--- config.mk ---
export PLATFORM = sky130hd
export DESIGN_NAME = stt_serial_test_tx
export DESIGN_NICKNAME = d
export VERILOG_FILES = /design/src/design/stt_pkg.sv /design/src/design/stt_baud_timer.sv /design/src/design/stt_serial_test_tx.sv
export SDC_FILE = /design/constraint.sdc
export NUM_CORES = 1
export LEC_CHECK = 0
export BUFFER_PORTS_ARGS = -buffer_cell sky130_fd_sc_hd__buf_2
export CORE_MARGIN = 1.5
export CORE_UTILIZATION = 30
export CTS_BUF_LIST = sky130_fd_sc_hd__clkbuf_2
export CTS_CLUSTER_SIZE = 20
export DETAILED_ROUTE_END_ITERATION = 8
export PLACE_DENSITY_LB_ADDON = 0.1
export SLEW_MARGIN = 30
export SYNTH_ARGS = -nofsm -noshare
export SYNTH_HDL_FRONTEND = slang
export SYNTH_SLANG_ARGS = --single-unit
--- constraint.sdc ---
create_clock -name pclk -period 2.3 [get_ports pclk]
set_input_delay 0.115 -clock pclk [delete_from_list [all_inputs] [get_ports pclk]]
set_output_delay 0.115 -clock pclk [all_outputs]
set_load 0.005 [all_outputs]
--- src/design/stt_pkg.sv ---
package stt_pkg;

	// ----------------------------------------------------------------
	// Register map (byte offsets on the APB word grid)
	// ----------------------------------------------------------------
	localparam logic [7:0] STT_OFS_CTRL = 8'h00;
	localparam logic [7:0] STT_OFS_KEY_FIRST = 8'h04;
	localparam logic [7:0] STT_OFS_KEY_SECOND = 8'h08;
	localparam logic [7:0] STT_OFS_DAT_ONE_TWO = 8'h0c;
	localparam logic [7:0] STT_OFS_DAT_THREE_FOUR = 8'h10;
	localparam logic [7:0] STT_OFS_DAT_FIVE_SIX = 8'h14;
	localparam logic [7:0] STT_OFS_BAUD_RELOAD = 8'h18;
	localparam logic [7:0] STT_OFS_BAUD_CONFIG = 8'h1c;

	// ----------------------------------------------------------------
	// Key values and reset values
	// ----------------------------------------------------------------
	localparam logic [15:0] STT_KEY_FIRST_VALUE = 16'h0007;
	localparam logic [15:0] STT_KEY_SECOND_VALUE = 16'h00b9;
	localparam logic [15:0] STT_DATA_RESET = 16'h0000;
	localparam logic [15:0] STT_RELOAD_RESET = 16'h0000;

	// ----------------------------------------------------------------
	// Control and baud config register field positions
	// ----------------------------------------------------------------
	localparam int STT_CTRL_EN_BIT = 0;
	localparam int STT_CTRL_RST_BIT = 1;
	localparam int STT_CTRL_CNT_LSB = 2;
	localparam int STT_CTRL_CNT_MSB = 4;
	localparam int STT_CTRL_STATE_LSB = 5;
	localparam int STT_CTRL_STATE_MSB = 8;
	localparam int STT_BAUD_EN_BIT = 0;

	// ----------------------------------------------------------------
	// Character framing
	// ----------------------------------------------------------------
	localparam logic [3:0] STT_BIT_START = 4'h0;
	localparam logic [3:0] STT_BIT_PARITY = 4'h9;
	localparam logic [3:0] STT_BIT_LAST = 4'hb;
	localparam logic [2:0] STT_CNT_MAX = 3'h5;
	localparam logic [2:0] STT_CNT_NEED_SECOND = 3'h2;
	localparam logic [2:0] STT_CNT_NEED_THIRD = 3'h4;
	localparam logic STT_LINE_IDLE = 1'b1;
	localparam logic STT_LINE_START = 1'b0;

	// ----------------------------------------------------------------
	// Types
	// ----------------------------------------------------------------
	typedef struct packed {
		logic [2:0] count;
		logic en;
	} stt_ctrl_t;

	typedef struct packed {
		logic en;
		logic [15:0] reload;
	} stt_baud_cfg_t;

	typedef enum logic [1:0] {
		KEY_IDLE = 2'b00,
		KEY_ARMED = 2'b01,
		KEY_HELD = 2'b10
	} stt_key_state_t;

	typedef enum logic [1:0] {
		TX_IDLE = 2'b00,
		TX_WAIT = 2'b01,
		TX_SEND = 2'b10
	} stt_tx_state_t;

endpackage

--- src/design/stt_baud_timer.sv ---
`timescale 1ns/1ps
module stt_baud_timer (
	input wire logic pclk,
	input wire logic presetn,
	input wire stt_pkg::stt_baud_cfg_t cfg,
	output logic tick
);
	import stt_pkg::*;

	logic [15:0] cnt_q;
	logic [15:0] cnt_d;
	logic at_zero;

	// ----------------------------------------------------------------
	// Down counter, one overflow every reload cycles
	// ----------------------------------------------------------------
	// A reload of 0 or 1 simply ticks every cycle
	assign at_zero = (cnt_q == 16'h0000);
	assign tick = cfg.en & at_zero; // RULE2
	assign cnt_d = !cfg.en ? 16'h0000 :
		at_zero ? ((cfg.reload == 16'h0000) ? 16'h0000 : cfg.reload - 16'h0001) :
		cnt_q - 16'h0001;

	// Counter register
	always_ff @(posedge pclk or negedge presetn) begin
		if (!presetn) begin
			cnt_q <= 16'h0000;
		end else begin
			cnt_q <= cnt_d;
		end
	end

endmodule

--- src/design/stt_serial_test_tx.sv ---
// The implementer's own choices: the register offsets and the APB register port.
`timescale 1ns/1ps
// Contract
// RULE1: Nothing is sent before timer setup, keyed enable and loaded data.
// RULE2: Every bit period is one baud timer overflow; reload equals clock over rate.
// RULE3: Control writes outside the key sequence are discarded.
// RULE4: Once enabled, wait until the selected bytes are written, then send.
// RULE5: While sending, control reads show nonzero state bits.
// RULE6: After the last byte, control reads return the written value.
// RULE7: Clearing control bit 0 disables the port.
// RULE8: Each byte is start, eight data, parity, two stop bits.
// RULE9: Control write counts only between key 0x0007 and key 0x00b9.
// RULE10: Control bits 4:2 select one to six bytes.
// RULE11: Writing control bit 1 resets the interface; control then reads zero.
// RULE12: Each data register holds two bytes, earlier byte in low half.
// RULE13: Bytes go LSB first; line idles high between characters and when off.
module stt_serial_test_tx (
	input wire logic pclk,
	input wire logic presetn,
	input wire logic psel,
	input wire logic penable,
	input wire logic pwrite,
	input wire logic [7:0] paddr,
	input wire logic [31:0] pwdata,
	output logic [31:0] prdata,
	output logic pready,
	output logic pslverr,
	output logic serial_test_port
);
	import stt_pkg::*;

	// ----------------------------------------------------------------
	// Storage
	// ----------------------------------------------------------------
	stt_ctrl_t ctrl_q;
	stt_ctrl_t held_q;
	stt_key_state_t key_q;
	stt_tx_state_t tx_q;
	stt_baud_cfg_t baud_q;
	logic [15:0] dat_q [3];
	logic [2:0] loaded_q;
	logic [2:0] byte_idx_q;
	logic [3:0] bit_idx_q;
	logic line_q;
	logic baud_tick;

	// ----------------------------------------------------------------
	// APB decode
	// ----------------------------------------------------------------
	logic wr_en;
	logic hit_ctrl;
	logic hit_key_first;
	logic hit_key_second;
	logic hit_baud_reload;
	logic hit_baud_config;
	logic [2:0] hit_dat;
	logic mapped;
	logic key_first_ok;
	logic key_second_ok;
	logic commit;
	logic commit_reset;
	logic held_q_rst_q;

	assign hit_ctrl = (paddr == STT_OFS_CTRL);
	assign hit_key_first = (paddr == STT_OFS_KEY_FIRST);
	assign hit_key_second = (paddr == STT_OFS_KEY_SECOND);
	assign hit_dat[0] = (paddr == STT_OFS_DAT_ONE_TWO);
	assign hit_dat[1] = (paddr == STT_OFS_DAT_THREE_FOUR);
	assign hit_dat[2] = (paddr == STT_OFS_DAT_FIVE_SIX);
	assign hit_baud_reload = (paddr == STT_OFS_BAUD_RELOAD);
	assign hit_baud_config = (paddr == STT_OFS_BAUD_CONFIG);
	assign mapped = hit_ctrl | hit_key_first | hit_key_second | (|hit_dat) |
		hit_baud_reload | hit_baud_config;
	// Zero wait states; unmapped offsets answer with an error and no effect
	assign pready = 1'b1;
	assign pslverr = psel & penable & ~mapped;
	assign wr_en = psel & penable & pwrite & mapped;

	// Key sequence qualifiers
	assign key_first_ok = hit_key_first & (pwdata[15:0] == STT_KEY_FIRST_VALUE);
	assign key_second_ok = hit_key_second & (pwdata[15:0] == STT_KEY_SECOND_VALUE);
	assign commit = wr_en & (key_q == KEY_HELD) & key_second_ok; // RULE9
	assign commit_reset = commit & held_q_rst_q;

	// ----------------------------------------------------------------
	// Transmit sequencing terms
	// ----------------------------------------------------------------
	logic [2:0] need;
	logic data_ready;
	logic busy;
	logic last_byte;
	logic [15:0] cur_word;
	logic [7:0] cur_byte;
	logic [3:0] next_bit;
	logic next_line;
	logic [3:0] state_bits;
	logic [2:0] last_idx;
	logic burst_end;

	// Codes above six bytes are clamped to six
	assign last_idx = (ctrl_q.count > STT_CNT_MAX) ? STT_CNT_MAX : ctrl_q.count; // RULE10
	assign need[0] = 1'b1;
	assign need[1] = (last_idx >= STT_CNT_NEED_SECOND); // RULE4
	assign need[2] = (last_idx >= STT_CNT_NEED_THIRD); // RULE4
	assign data_ready = ((loaded_q & need) == need); // RULE4
	assign busy = (tx_q != TX_IDLE);
	assign last_byte = (byte_idx_q == last_idx);
	assign burst_end = commit | (tx_q == TX_SEND & baud_tick & bit_idx_q == STT_BIT_LAST &
		last_byte);
	// Earlier byte of a pair sits in the low half
	assign cur_word = dat_q[byte_idx_q[2:1]]; // RULE12
	assign cur_byte = byte_idx_q[0] ? cur_word[15:8] : cur_word[7:0]; // RULE12
	assign next_bit = bit_idx_q + 4'h1;
	// Data bits 1..8 LSB first, even parity, then stop bits at idle level
	assign next_line = (next_bit < STT_BIT_PARITY) ? cur_byte[next_bit[2:0] - 3'h1] :
		(next_bit == STT_BIT_PARITY) ? ^cur_byte : STT_LINE_IDLE; // RULE8 RULE13
	assign state_bits = busy ? {1'b0, byte_idx_q} + 4'h1 : 4'h0;

	// Control readback: written value plus live state
	logic [31:0] ctrl_rd;
	assign ctrl_rd = {23'h0, state_bits, ctrl_q.count, 1'b0, ctrl_q.en}; // RULE5 RULE6

	// Read mux; key registers read as zero
	logic [31:0] rd_mux;
	logic [31:0] prdata_q;
	assign rd_mux = hit_ctrl ? ctrl_rd :
		hit_dat[0] ? {16'h0, dat_q[0]} :
		hit_dat[1] ? {16'h0, dat_q[1]} :
		hit_dat[2] ? {16'h0, dat_q[2]} :
		hit_baud_reload ? {16'h0, baud_q.reload} :
		hit_baud_config ? {31'h0, baud_q.en} : 32'h0;

	// Captured in the setup cycle, so read data stands steady for the access cycle
	always_ff @(posedge pclk or negedge presetn) begin
		if (!presetn) begin
			prdata_q <= 32'h0;
		end else if (psel & ~penable) begin
			prdata_q <= rd_mux;
		end
	end
	assign prdata = prdata_q;

	assign serial_test_port = line_q;

	// ----------------------------------------------------------------
	// Baud timer
	// ----------------------------------------------------------------
	stt_baud_timer u_baud_timer (
		.pclk(pclk),
		.presetn(presetn),
		.cfg(baud_q),
		.tick(baud_tick)
	);

	// Baud timer registers
	always_ff @(posedge pclk or negedge presetn) begin
		if (!presetn) begin
			baud_q <= '{en: 1'b0, reload: STT_RELOAD_RESET};
		end else begin
			if (wr_en & hit_baud_reload) begin
				baud_q.reload <= pwdata[15:0]; // RULE2
			end
			if (wr_en & hit_baud_config) begin
				baud_q.en <= pwdata[STT_BAUD_EN_BIT];
			end
		end
	end

	// ----------------------------------------------------------------
	// Key sequence
	// ----------------------------------------------------------------
	// Any other mapped write breaks the sequence; reads and unmapped writes leave it alone
	always_ff @(posedge pclk or negedge presetn) begin
		if (!presetn) begin
			key_q <= KEY_IDLE;
			held_q <= '0;
			held_q_rst_q <= 1'b0;
		end else if (wr_en) begin
			unique case (key_q)
				KEY_IDLE: begin
					key_q <= key_first_ok ? KEY_ARMED : KEY_IDLE;
				end
				KEY_ARMED: begin
					if (hit_ctrl) begin // RULE3
						key_q <= KEY_HELD;
						held_q.en <= pwdata[STT_CTRL_EN_BIT];
						held_q.count <= pwdata[STT_CTRL_CNT_MSB:STT_CTRL_CNT_LSB];
						held_q_rst_q <= pwdata[STT_CTRL_RST_BIT];
					end else begin
						key_q <= key_first_ok ? KEY_ARMED : KEY_IDLE;
					end
				end
				KEY_HELD: begin
					key_q <= (~key_second_ok & key_first_ok) ? KEY_ARMED : KEY_IDLE;
				end
			endcase
		end
	end

	// ----------------------------------------------------------------
	// Control and data registers
	// ----------------------------------------------------------------
	// Load flags clear on every commit and at the end of a burst
	always_ff @(posedge pclk or negedge presetn) begin
		if (!presetn) begin
			ctrl_q <= '0;
			loaded_q <= 3'h0;
			for (int i = 0; i < 3; i++) begin
				dat_q[i] <= STT_DATA_RESET;
			end
		end else if (commit_reset) begin
			ctrl_q <= '0; // RULE11
			loaded_q <= 3'h0;
			for (int i = 0; i < 3; i++) begin
				dat_q[i] <= STT_DATA_RESET;
			end
		end else begin
			if (commit) begin
				ctrl_q <= held_q; // RULE3 RULE7
			end
			for (int i = 0; i < 3; i++) begin
				if (wr_en & hit_dat[i]) begin
					dat_q[i] <= pwdata[15:0];
				end
			end
			// A data write in the very cycle the burst ends still counts
			loaded_q <= (burst_end ? 3'h0 : loaded_q) | (hit_dat & {3{wr_en}}); // RULE4
		end
	end

	// ----------------------------------------------------------------
	// Transmit sequencer
	// ----------------------------------------------------------------
	// Start aligns to a timer tick so the first bit is a full period
	always_ff @(posedge pclk or negedge presetn) begin
		if (!presetn) begin
			tx_q <= TX_IDLE;
			byte_idx_q <= 3'h0;
			bit_idx_q <= STT_BIT_START;
			line_q <= STT_LINE_IDLE;
		end else if (commit_reset | ~ctrl_q.en) begin
			tx_q <= TX_IDLE; // RULE7 RULE11
			byte_idx_q <= 3'h0;
			bit_idx_q <= STT_BIT_START;
			line_q <= STT_LINE_IDLE; // RULE13
		end else begin
			unique case (tx_q)
				TX_IDLE: begin
					if (data_ready & ~commit) begin // RULE1 RULE4
						tx_q <= TX_WAIT;
						byte_idx_q <= 3'h0;
					end
				end
				TX_WAIT: begin
					if (baud_tick) begin // RULE2
						tx_q <= TX_SEND;
						bit_idx_q <= STT_BIT_START;
						line_q <= STT_LINE_START; // RULE8
					end
				end
				TX_SEND: begin
					if (baud_tick) begin // RULE2
						if (bit_idx_q != STT_BIT_LAST) begin
							bit_idx_q <= next_bit;
							line_q <= next_line; // RULE8 RULE13
						end else if (last_byte) begin
							tx_q <= TX_IDLE; // RULE6
							byte_idx_q <= 3'h0;
							line_q <= STT_LINE_IDLE;
						end else begin
							byte_idx_q <= byte_idx_q + 3'h1;
							bit_idx_q <= STT_BIT_START;
							line_q <= STT_LINE_START;
						end
					end
				end
				default: begin
					tx_q <= TX_IDLE;
				end
			endcase
		end
	end

endmodule

==> results of run 1 <==
-- layout by cell type, fill, tap and decap left out, types with 4 or more instances in the layout --
cell type and instances:
and3_1 4, a21oi_1 21, inv_1 19, conb_1 17, nand4_1 5, buf_4 83, nor2_1 43, a22o_1 26
or4_4 5, xor2_1 22, xnor2_1 22, ha_1 9, mux4_2 7, nor2b_1 8, nor4_1 6, buf_2 45
clkinvlp_4 4, clkinv_4 4, clkbuf_2 17, buf_12 4, or3_1 5, a22oi_1 4, dlygate4sd3_1 30, dfrtp_1 119
nand3b_1 4, o22ai_1 14, o21ai_0 43, nand2b_1 9, nand3_1 25, nor3_2 5, mux2_2 28, nor3_1 16
mux2i_1 40, a221oi_1 13, nand2_1 79
-- routing by layer --
metal | track usage (%) | vias up | share of wire (%)
met5 | 0 | - | 0
met4 | 6.21 | 0 | 1.9
met3 | 4.74 | 32 | 6.0
met2 | 31.6 | 222 | 44
met1 | 28.5 | 3112 | 48
li1 | - | 2896 | -
-- metrics by stage --
stage / instances / setup slack (ns)
2_1_floorplan: 735 / 0.0266
3_3_place_gp: 1128 / -0.202
3_5_place_dp: 1128 / -0.224
4_1_cts: 1194 / -0.00558
5_1_grt: 1197 / -0.0453
6_report: 1197 / 0.0676
-- flip-flops by register name, summed over array words and instances (netlist names) --
signal,count
dat_q,48
baud_q,17
prdata,16
u_baud_timer.cnt_q,16
bit_idx_q,4
ctrl_q,4
held_q,4
byte_idx_q,3
loaded_q,3
key_q,2
tx_q,2
held_q_rst_q,1
serial_test_port,1
-- timing repair --
action	CTS	global route
hold buffers	31	0
pin swaps	6	9
endpoints found under the hold margin	208	0
setup endpoints to repair	28	59
resized for setup	17	21
setup buffers	4	2
-- worst min path at each step --
stage / from / endpoint / slack, ns / cells past startpoint
2_1_floorplan: presetn / baud_q[0] / -0.18 / 0
3_3_place_gp: presetn / dat_q[28] / 0.18 / 1
3_5_place_dp: presetn / dat_q[30] / 0.18 / 1
4_1_cts: paddr[5] / key_q[1] / 0.02 / 6
5_1_grt: paddr[5] / key_q[0] / 0.06 / 6
6_report: paddr[5] / key_q[0] / 0.07 / 6
-- final cells by class --
cell class,instances,share of cell area [%]
Antenna cell,1,0.0279
Sequential cell,121,33.8
Multi-Input combinational cell,544,44.0
Clock inverter,15,1.70
Inverter,20,0.837
Clock buffer,17,0.949
Timing Repair Buffer,166,14.4
Tap cell,313,4.37
-- power by group through the flow --
stage	sequential (µW)	clock [µW]	combinational [µW]
final	2140	1410	288
after global placement	2180	0	233
after floorplan	2180	0	92.0
after detailed placement	2180	0	238
after global routing	2140	1560	316
after CTS	2140	1460	286
-- worst min-delay path, cell delays in order --
cell,delay [ns]
buf_2,0.08
nor4_2,0.04
nand2_1,0.11
nor2_1,0.08
buf_4,0.16
o22ai_1,0.15
-- logic make-up (layout without fill, tap and decap cells) --
logic type	Yosys count	count (layout)
muxes	75	75
other	2	18
AOI/OAI and AO/OA	147	147
DFF	121	121
and+or+nand+nor	251	251
buffers and inverters	70	218
adders and majority gates	9	9
xor gates and xnor gates	45	45
==> summary.log, run 1 <==
INFO  outcome        status=finished, final reports clean
INFO  route          drt-initial-drc-count=449
INFO  power_and_ir_drop p_leak=0.00426µW
INFO  cts            number_of_buffers_added_by_the_clock_tree_synthesis_step=17
INFO  placement      globalplace.congestion=0.831
INFO  synthesis      synth-seq-cells=121
INFO  placement      placed_area=0.00818mm²
INFO  synthesis      synth_adder_area_share=1.59%
INFO  synthesis      yosys.cell_count.top_type=dfrtp_1
INFO  floorplan      die-width=156µm
INFO  critical_path  cp.depth=10
INFO  critical_path  timing.critical_path.buf_inv=4
INFO  critical_path  r2r.worst_path.cells=7
INFO  layout         layout.cell_area.non_filler=0.00897mm²
INFO  power_and_ir_drop totalPowerFinal=3840µW
INFO  critical_path  slack_of_the_worst_reg_to_reg_path=0.07ns
INFO  timing         hold_ws=0.0688ns
INFO  synthesis      mux_contribution_to_synthesized_area=12.4%
INFO  flow_run       timing.max_cap.violations=0
INFO  timing         max_clock_freq=448MHz
INFO  critical_path  cp_common_cell=dlygate4sd3_1
INFO  timing         setup-violations-final=0
INFO  synthesis      synth_sequential_area_ratio=42.9%
INFO  cts            clock_tree.buffer_depth=2
INFO  cts            worstSkewPairLatency=0.72ns
INFO  layout         drive_above_1_share=27.6%
INFO  power_and_ir_drop power.share.sequential=55.7%
INFO  power_and_ir_drop sw_frac_of_total=28.4%
INFO  route          route.detailed.vias_per_inst=5.23
INFO  power_and_ir_drop vdd_drop_max=209µV
INFO  synthesis      mappedNetlistArea=0.00707mm²
INFO  placement      placement.io_buffers=46
INFO  route          via_count=6,262
INFO  synthesis      synth_top_flop_cell=dfrtp_1
INFO  global_routing antenna_violations_before_repair=1
INFO  power_and_ir_drop power.share.clock=36.8%
INFO  route          wirelength=23,900µm
INFO  synthesis      yosysWarnings=0
INFO  synthesis      post_synthesis_area_per_instance=9.82µm²
INFO  layout         layout.core_utilization=39.3%
INFO  layout         finish.net_count=924
INFO  global_routing grt_first_pass_wirelength=37,300µm
INFO  synthesis      synth.top_cells.by_area=dfrtp_1 42%, mux2i_1 5.7%, mux2_2 4.5%
INFO  critical_path  type_of_the_worst_setup_path=input port to register
INFO  critical_path  timing.rr.start=baud_q[8]
INFO  cts            cts-htree-levels=4
INFO  route          remaining_drc_errors=0
INFO  power_and_ir_drop pwr_per_cell_area=428mW/mm²
INFO  critical_path  setup.worst_path.start=paddr[7]
INFO  synthesis      fraction_of_the_mapped_netlist_area_in_simple_logic_gates=18.3%
INFO  timing         finClkSkew=0.0281ns
INFO  critical_path  path_max_fanout=6
INFO  synthesis      synth_xor_area_share=5.77%
INFO  global_routing grt_start_max_net_pins=44
INFO  synthesis      synth_top_area_cell=dfrtp_1
INFO  timing         share_of_the_cycle_needed_by_the_critical_path_after_routing=97.1%
INFO  synthesis      synth.top_cells.by_count=120 x dfrtp_1, 81 x nand2_1, 45 x nor2_1
INFO  layout         sequential_cell_area=0.00303mm²
INFO  placement      post-dp-hpwl=17,700µm
INFO  timing         max_slew_margin=34.5%
INFO  synthesis      synth_cells=720
INFO  power_and_ir_drop p_int=2750µW
INFO  layout         fillers=2,319
INFO  synthesis      dominant_combinational_cell_family_by_area_after_synthesis=simple AND/OR/NAND/NOR gates
INFO  synthesis      synthDistinctLibCells=70
INFO  route          average_wire_per_standard_cell=19.9µm
INFO  timing         tightest_slew=0.979ns
INFO  power_and_ir_drop netSwitchingPower=1090µW
INFO  global_routing vias_in_the_first_global_route=6,413
INFO  floorplan      design.portCount=80
INFO  synthesis      synth_edf_count=0
INFO  floorplan      die_area=0.0245mm²
INFO  cts            cts_tree=built
INFO  timing         final.setup.tns=0ns
INFO  critical_path  timing.critical_path.from_type=input port
INFO  critical_path  setup.worst_path.end=bit_idx_q[0]
INFO  floorplan      die_h=156µm
INFO  synthesis      post_synthesis_compound_gate_area_fraction=14.4%
INFO  route          ant_nets=0
INFO  layout         area_delta_synth_final=26.9%
INFO  timing         post-route-min-period=2.23ns
INFO  floorplan      floorplan.rows=55
INFO  hold_path      hold_class=input port to register
INFO  layout         multi_input_area=0.00394mm²
INFO  cts            tritoncts_num_sinks=121
INFO  floorplan      initial_utilization=30.9%
INFO  cts            clk_root_buffer_cell=clkbuf_2
INFO  timing         timing.final.max_slew_violations=0
INFO  critical_path  endpoint_kind=register
INFO  timing         timing.final.hold_violations=0
INFO  critical_path  worst_path_dominant_cell_family=buffers and inverters
INFO  synthesis      postSynth.asyncResetShare=100%
INFO  critical_path  crit-reg2reg-capture=u_baud_timer.cnt_q[15]
INFO  timing         rsz0062_at_grt=true
INFO  critical_path  critPathArrivalTime=2.85ns
INFO  route          number_of_iterations_in_the_first_detailed_routing_pass=5
INFO  critical_path  timing.critical_path.slowest_cell_delay=0.60ns
INFO  power_and_ir_drop pwr-share-comb=7.5%
INFO  cts            clkSlewWorstSetupHoldPaths=0.20ns
INFO  critical_path  worstPathCellList=dlygate4sd3_1 -> buf_2 -> nor4_2 -> dlygate4sd3_1 -> nand3_1 -> buf_4 -> or4_4 -> nand3_2 -> nor3_2 -> mux2_2
INFO  critical_path  cell_with_the_biggest_individual_delay_on_the_critical_path=dlygate4sd3_1
INFO  floorplan      core_area=0.0228mm²
INFO  synthesis      yosysTopAreaCellShare=42.5%
INFO  global_routing grt.overflow.total=0
INFO  global_routing grt_util_all_layers=20.5%
INFO  critical_path  cp_data_required_time=2.92ns
(Power assumes the default switching activity.)
==> run 2, diff against run 1 <==
--- a/config.mk
+++ b/config.mk
@@ -11,7 +11,7 @@
 export CTS_BUF_LIST = sky130_fd_sc_hd__clkbuf_2
 export CTS_CLUSTER_SIZE = 20
 export DETAILED_ROUTE_END_ITERATION = 8
-export PLACE_DENSITY_LB_ADDON = 0.1
+export PLACE_DENSITY = 0.57
 export SLEW_MARGIN = 30
 export SYNTH_ARGS = -nofsm -noshare
 export SYNTH_HDL_FRONTEND = slang
==> run 2 against run 1 <==
  * The flow now finishes with violations (negative setup slack)
  * Critical path type is now register to register
  * Wire length down 7.0%
  * Design area up 0.77%
  * Largest power group unchanged
  * Count of clock-buffer cells in the layout unchanged
  * Worst hold slack better by 0.044 ns
  * Clock power up 8%
  * Worst setup slack worse by 0.11 ns
  * Final cell count up 0.50%
==> summary.log, run 2 (synthesis results as in run 1) <==
INFO  layout         fillers=2,322
INFO  timing         timing.final.max_slew_violations=0
INFO  route          ant_nets=0
INFO  timing         setup-violations-final=15
INFO  placement      globalplace.congestion=0.930
INFO  timing         max_clock_freq=427MHz
INFO  cts            clock_tree.buffer_depth=2
INFO  layout         layout.cell_area.non_filler=0.00904mm²
INFO  placement      placed_area=0.00820mm²
INFO  route          remaining_drc_errors=0
INFO  layout         top_regs=dat_q x48, baud_q x17
INFO  global_routing grt_first_pass_wirelength=34,100µm
INFO  floorplan      die-width=156µm
INFO  critical_path  cp_data_required_time=2.91ns
INFO  global_routing grt_start_max_net_pins=50
INFO  route          route.detailed.vias_per_inst=5.17
INFO  layout         most-common-layout-cells=119 x dfrtp_1, 88 x buf_4, 81 x nand2_1
INFO  floorplan      die_area=0.0245mm²
INFO  floorplan      floorplan.rows=55
INFO  timing         post-route-min-period=2.34ns
INFO  critical_path  setup.worst_path.start=baud_q[8]
INFO  critical_path  timing.critical_path.slowest_cell_delay=0.53ns
INFO  global_routing grt.overflow.total=0
INFO  layout         commonest_non_fill_non_tap_cell_in_the_layout=dfrtp_1
INFO  power_and_ir_drop p_leak=0.00428µW
INFO  floorplan      initial_utilization=30.9%
INFO  global_routing antenna_violations_before_repair=1
INFO  floorplan      die_h=156µm
INFO  critical_path  path_max_fanout=5
INFO  layout         largest-register=dat_q
INFO  route          number_of_iterations_in_the_first_detailed_routing_pass=6
INFO  layout         finish.net_count=930
INFO  timing         share_of_the_cycle_needed_by_the_critical_path_after_routing=102%
INFO  floorplan      core_area=0.0228mm²
INFO  outcome        violations=negative setup slack
INFO  power_and_ir_drop sw_frac_of_total=27.6%
INFO  cts            cts_tree=built
INFO  timing         max_slew_margin=29.7%
INFO  hold_path      number_of_cells_on_the_worst_hold_path=7
INFO  cts            clk_root_buffer_cell=clkbuf_2
INFO  timing         hold_ws=0.113ns
INFO  power_and_ir_drop pwr_per_cell_area=436mW/mm²
INFO  critical_path  cell_with_the_biggest_individual_delay_on_the_critical_path=or4_4
INFO  cts            number_of_buffers_added_by_the_clock_tree_synthesis_step=17
INFO  power_and_ir_drop p_int=2860µW
INFO  critical_path  type_of_the_worst_setup_path=register to register
INFO  critical_path  endpoint_kind=register
INFO  timing         tightest_slew=1.05ns
INFO  cts            worstSkewPairLatency=0.75ns
INFO  power_and_ir_drop power.share.sequential=54.3%
INFO  route          via_count=6,221
INFO  cts            clkSlewWorstSetupHoldPaths=0.22ns
INFO  power_and_ir_drop pwr-share-comb=7.1%
INFO  placement      post-dp-hpwl=15,900µm
INFO  critical_path  cp_common_cell=buf_4
INFO  timing         rsz0062_at_grt=true
INFO  layout         area_delta_synth_final=27.9%
INFO  route          average_wire_per_standard_cell=18.5µm
INFO  critical_path  cp.depth=8
INFO  critical_path  worstPathCellList=or4_4 -> or3_4 -> nor4_4 -> buf_4 -> and4b_1 -> nand2b_4 -> buf_4 -> o22ai_1
INFO  timing         final_critical_path_setup_slack=-0.0407ns
INFO  flow_run       timing.max_cap.violations=0
INFO  critical_path  timing.critical_path.from_type=register
INFO  cts            tritoncts_num_sinks=121
INFO  power_and_ir_drop netSwitchingPower=1090µW
INFO  power_and_ir_drop power.share.clock=38.6%
INFO  critical_path  timing.rr.start=baud_q[8]
INFO  timing         finClkSkew=0.0344ns
INFO  hold_path      worstHoldStart=paddr[5]
INFO  global_routing grt_util_all_layers=18.7%
INFO  timing         timing.final.hold_violations=0
INFO  layout         drive_above_1_share=27.9%
INFO  placement      placement.io_buffers=46
INFO  floorplan      design.portCount=80
INFO  cts            cts-htree-levels=4
INFO  layout         largest_register_ff_count=48
INFO  power_and_ir_drop vdd_drop_max=304µV
INFO  route          wirelength=22,200µm
INFO  critical_path  worst_path_dominant_cell_family=simple AND/OR/NAND/NOR gates
INFO  hold_path      hold_class=input port to register
INFO  outcome        status=complete, but fails checks
INFO  critical_path  critPathArrivalTime=2.95ns
INFO  critical_path  r2r.worst_path.cells=8
INFO  route          drt-initial-drc-count=667
INFO  critical_path  timing.critical_path.buf_inv=2
INFO  global_routing vias_in_the_first_global_route=5,929
## run 2: cell count changes in the layout (fill, tap and decap cells not counted), sizes merged
cell / delta
inv: +1
clkinv: -3
bufinv: +1
clkinvlp: +1
buf: +6
## run 2: layer usage
metal  share of wire [%]  GRT usage, %
met4                 2.7          7.76
met2                  44          27.1
met5                   0             0
met3                 9.6          5.40
met1                  44          25.9
## run 2: tightest hold or removal path, stage by stage
cell and delay, ns:
buf_2 0.07, nor4_1 0.04, buf_4 0.12, nand2_1 0.12, nor2_1 0.08, buf_4 0.16
o21ai_0 0.13
## run 2: what timing repair did
| action | in CTS | in global routing |
|---|---|---|
| setup buffers | 4 | 1 |
| endpoints found under the setup margin | 20 | 26 |
| hold buffers | 31 | 0 |
| gates resized for setup | 7 | 34 |
| gates cloned | 1 | 0 |
| pin swaps | 4 | 10 |
| endpoints found under the hold margin | 208 | 0 |
## run 2: cell type report
| type | count | area, µm² | share of cell area, % |
|---|---|---|---|
| Sequential cell | 121 | 3030 | 33.5 |
| Timing Repair Buffer | 172 | 1350 | 14.9 |
| Clock inverter | 15 | 176 | 1.95 |
| Multi-Input combinational cell | 544 | 3930 | 43.5 |
| Tap cell | 313 | 392 | 4.33 |
| Antenna cell | 1 | 2.50 | 0.0277 |
| Clock buffer | 17 | 85.1 | 0.941 |
| Inverter | 20 | 75.1 | 0.831 |
## run 2: metrics by stage
step,util (%),std cells,TNS (ns),power [µW],setup WS (ns)
floorplan,-,735,0,2270,0.0266
global placement,35.9,1133,-0.111,2410,-0.0589
detailed placement,35.9,1133,-0.116,2410,-0.0568
CTS,38.9,1201,-0.397,3980,-0.0366
global route,39.6,1203,-1.54,4110,-0.111
finish,39.6,1203,-0.288,3950,-0.0407
## run 2: worst paths after layout
| check | to | slack, ns |
|---|---|---|
| min in group asynchronous | dat_q[30] | 0.49 |
| max in group asynchronous | u_baud_timer.cnt_q[12] | 1.55 |
| setup reg to reg | u_baud_timer.cnt_q[12] | -0.04 |
| hold / removal | key_q[1] | 0.11 |
| hold reg to reg | prdata[14] | 0.50 |
| setup / recovery | u_baud_timer.cnt_q[12] | -0.04 |
## run 2: power by group through the flow
stage,logic (µW),registers (µW),clock network [µW]
6_report,282,2140,1520
5_1_grt,309,2140,1660
3_3_place_gp,232,2180,0
4_1_cts,280,2140,1560
2_1_floorplan,92.0,2180,0
3_5_place_dp,233,2180,0
==> run 3, diff against run 2 <==
--- a/config.mk
+++ b/config.mk
@@ -16,3 +16,4 @@
 export SYNTH_ARGS = -nofsm -noshare
 export SYNTH_HDL_FRONTEND = slang
 export SYNTH_SLANG_ARGS = --single-unit
+export TNS_END_PERCENT = 20
==> run 3 against run 2 <==
  * The run still ends with negative setup slack left
  * Flip-flop and latch count unchanged
  * Design area shrank 1.1%
  * First-iteration DRC count shrank 19%
  * Final cell count shrank 0.33%
  * Register-to-register slack better by 0.02 ns
  * Critical path depth unchanged
  * Count of clock-buffer cells in the layout unchanged
  * Global-route usage is 0.59 points higher
  * Sequential share of layout area rose by 0.36 points
  * Wire length rose by 1.2%
  * Critical path type unchanged
  * Largest power group unchanged
  * Highest routed layer unchanged
==> summary.log, run 3 (synthesis results as in run 1) <==
INFO  timing         setup-violations-final=1
INFO  floorplan      floorplan.rows=55
INFO  route          average_wire_per_standard_cell=18.7µm
INFO  power_and_ir_drop p_leak=0.00426µW
INFO  layout         sequential_cell_area=0.00303mm²
INFO  route          ant_nets=0
INFO  critical_path  timing.rr.start=byte_idx_q[2]
INFO  timing         finClkSkew=0.0360ns
INFO  critical_path  path_max_fanout=18
INFO  critical_path  timing.critical_path.from_type=register
INFO  critical_path  setup.worst_path.start=byte_idx_q[2]
INFO  layout         largest_register_ff_count=48
INFO  cts            tritoncts_num_sinks=121
INFO  cts            cts-htree-levels=4
INFO  global_routing grt_start_max_net_pins=47
INFO  power_and_ir_drop p_int=2660µW
INFO  power_and_ir_drop vdd_drop_max=196µV
INFO  floorplan      die-width=156µm
INFO  hold_path      hold_class=input port to register
INFO  global_routing grt.overflow.total=0
INFO  layout         largest-register=dat_q
INFO  global_routing grt_util_all_layers=19.3%
INFO  timing         final_critical_path_setup_slack=-0.0175ns
INFO  power_and_ir_drop power.share.sequential=56.9%
INFO  cts            worstSkewPairLatency=0.71ns
INFO  power_and_ir_drop power.share.clock=35.6%
INFO  timing         tightest_slew=0.712ns
INFO  placement      placed_area=0.00821mm²
INFO  timing         max_clock_freq=432MHz
INFO  layout         layout.cell_area.non_filler=0.00894mm²
INFO  layout         multi_input_area=0.00392mm²
INFO  placement      placement.io_buffers=46
INFO  timing         timing.final.hold_violations=0
INFO  floorplan      core_area=0.0228mm²
INFO  cts            number_of_buffers_added_by_the_clock_tree_synthesis_step=17
INFO  timing         timing.final.max_slew_violations=0
INFO  power_and_ir_drop pwr_per_cell_area=421mW/mm²
INFO  timing         final.setup.tns=-0.0175ns
INFO  layout         fillers=2,305
INFO  critical_path  slack_of_the_worst_reg_to_reg_path=-0.02ns
INFO  global_routing antenna_violations_before_repair=1
INFO  outcome        violations=negative setup slack
INFO  global_routing grt_first_pass_wirelength=35,600µm
INFO  route          via_count=6,306
INFO  critical_path  setup.worst_path.end=serial_test_port
INFO  timing         rsz0062_at_grt=true
INFO  layout         drive_above_1_share=27.7%
INFO  global_routing vias_in_the_first_global_route=6,198
INFO  timing         share_of_the_cycle_needed_by_the_critical_path_after_routing=101%
INFO  critical_path  endpoint_kind=register
INFO  timing         post-route-min-period=2.32ns
INFO  placement      post-dp-hpwl=16,300µm
INFO  route          number_of_iterations_in_the_first_detailed_routing_pass=5
INFO  layout         area_delta_synth_final=26.5%
INFO  hold_path      number_of_cells_on_the_worst_hold_path=7
INFO  floorplan      initial_utilization=30.9%
INFO  route          drt-initial-drc-count=540
INFO  placement      dp.cells=1,133
INFO  layout         top_regs=dat_q x48, baud_q x17
INFO  power_and_ir_drop netSwitchingPower=1100µW
INFO  power_and_ir_drop pwr-share-comb=7.5%
INFO  layout         finish.cell_count_without_fillers=1,199
INFO  cts            clkSlewWorstSetupHoldPaths=0.22ns
INFO  power_and_ir_drop sw_frac_of_total=29.3%
INFO  critical_path  critPathArrivalTime=2.97ns
INFO  layout         finish.net_count=926
INFO  flow_run       timing.max_cap.violations=0
INFO  layout         most-common-layout-cells=120 x dfrtp_1, 84 x buf_4, 80 x nand2_1
INFO  layout         commonest_non_fill_non_tap_cell_in_the_layout=dfrtp_1
INFO  placement      globalplace.congestion=0.830
INFO  floorplan      die_area=0.0245mm²
INFO  critical_path  cp_data_required_time=2.96ns
INFO  floorplan      die_h=156µm
INFO  critical_path  r2r.worst_path.cells=8
INFO  critical_path  crit-reg2reg-capture=serial_test_port
INFO  floorplan      design.portCount=80
INFO  route          remaining_drc_errors=0
INFO  timing         max_slew_margin=52.5%
INFO  outcome        status=complete, but fails checks
INFO  route          route.detailed.vias_per_inst=5.26
INFO  cts            cts_tree=built
INFO  route          wirelength=22,500µm
INFO  critical_path  type_of_the_worst_setup_path=register to register
INFO  cts            clock_tree.buffer_depth=2
INFO  cts            clk_root_buffer_cell=clkbuf_2
## run 3: cell count changes in the layout (fill, tap and decap cells not counted), sizes merged
cell | before | now
inv | 21 | 22
bufinv | 3 | 1
buf | 142 | 136
clkinvlp | 5 | 4
clkinv | 6 | 8
dlygate4sd3 | 30 | 32
## run 3: cell type report
class | count | share of cell area [%]
Multi-Input combinational cell | 544 | 43.8
Sequential cell | 121 | 33.9
Inverter | 20 | 0.840
Timing Repair Buffer | 168 | 14.4
Tap cell | 313 | 4.38
Clock inverter | 15 | 1.64
Clock buffer | 17 | 0.952
Antenna cell | 1 | 0.0280
## run 3: critical path: stages (launching register included)
cell	delay [ns]
dfrtp_1	0.47
buf_12	0.18
mux2i_1	0.17
mux4_2	0.51
xor2_1	0.19
xnor3_1	0.27
and4_1	0.22
nor3_1	0.15
o21ai_0	0.10
## run 3: worst min path at each step
stage | from | end | slack, ns
after detailed placement | presetn | u_baud_timer.cnt_q[6] | 0.14
after global placement | presetn | u_baud_timer.cnt_q[6] | 0.14
after global routing | paddr[1] | tx_q[1] | 0.16
after floorplan | presetn | baud_q[0] | -0.18
final | paddr[1] | tx_q[1] | 0.20
after CTS | paddr[1] | key_q[1] | 0.12
## run 3: power groups by stage
stage | registers, µW | logic (µW) | clock network, µW
detailed placement | 2180 | 228 | 0
finish | 2140 | 281 | 1340
floorplan | 2180 | 92.0 | 0
global route | 2140 | 309 | 1470
global placement | 2180 | 227 | 0
CTS | 2140 | 275 | 1390
## run 3: stage by stage
step	setup slack [ns]	hold slack, ns	utilization (%)	power [µW]
after global routing	-0.130	0.162	39.1	3930
after floorplan	-0.00384	-0.181	-	2270
after CTS	0.000787	0.119	38.5	3810
after global placement	-0.0755	0.142	35.9	2400
final	-0.0175	0.195	39.1	3760
after detailed placement	-0.0901	0.141	35.9	2410
## run 3: routing by layer
layer | track usage (%) | share of wire (%) | vias up | wire length (µm)
met4 | 6.35 | 1.7 | 0 | 391
met2 | 29.2 | 45 | 305 | 10200
met5 | 0 | 0 | - | 0
li1 | - | - | 2887 | -
met1 | 27.0 | 44 | 3084 | 9910
met3 | 4.54 | 8.7 | 30 | 1950
## run 3: timing repair
action                                  in CTS  in global routing
pin swaps                                    2                  3
hold buffers                                33                  0
cloned                                       0                  0
resized for setup                            5                 29
hold endpoints to repair                   208                  0
buffers inserted                             0                  0
endpoints found under the setup margin      17                 32
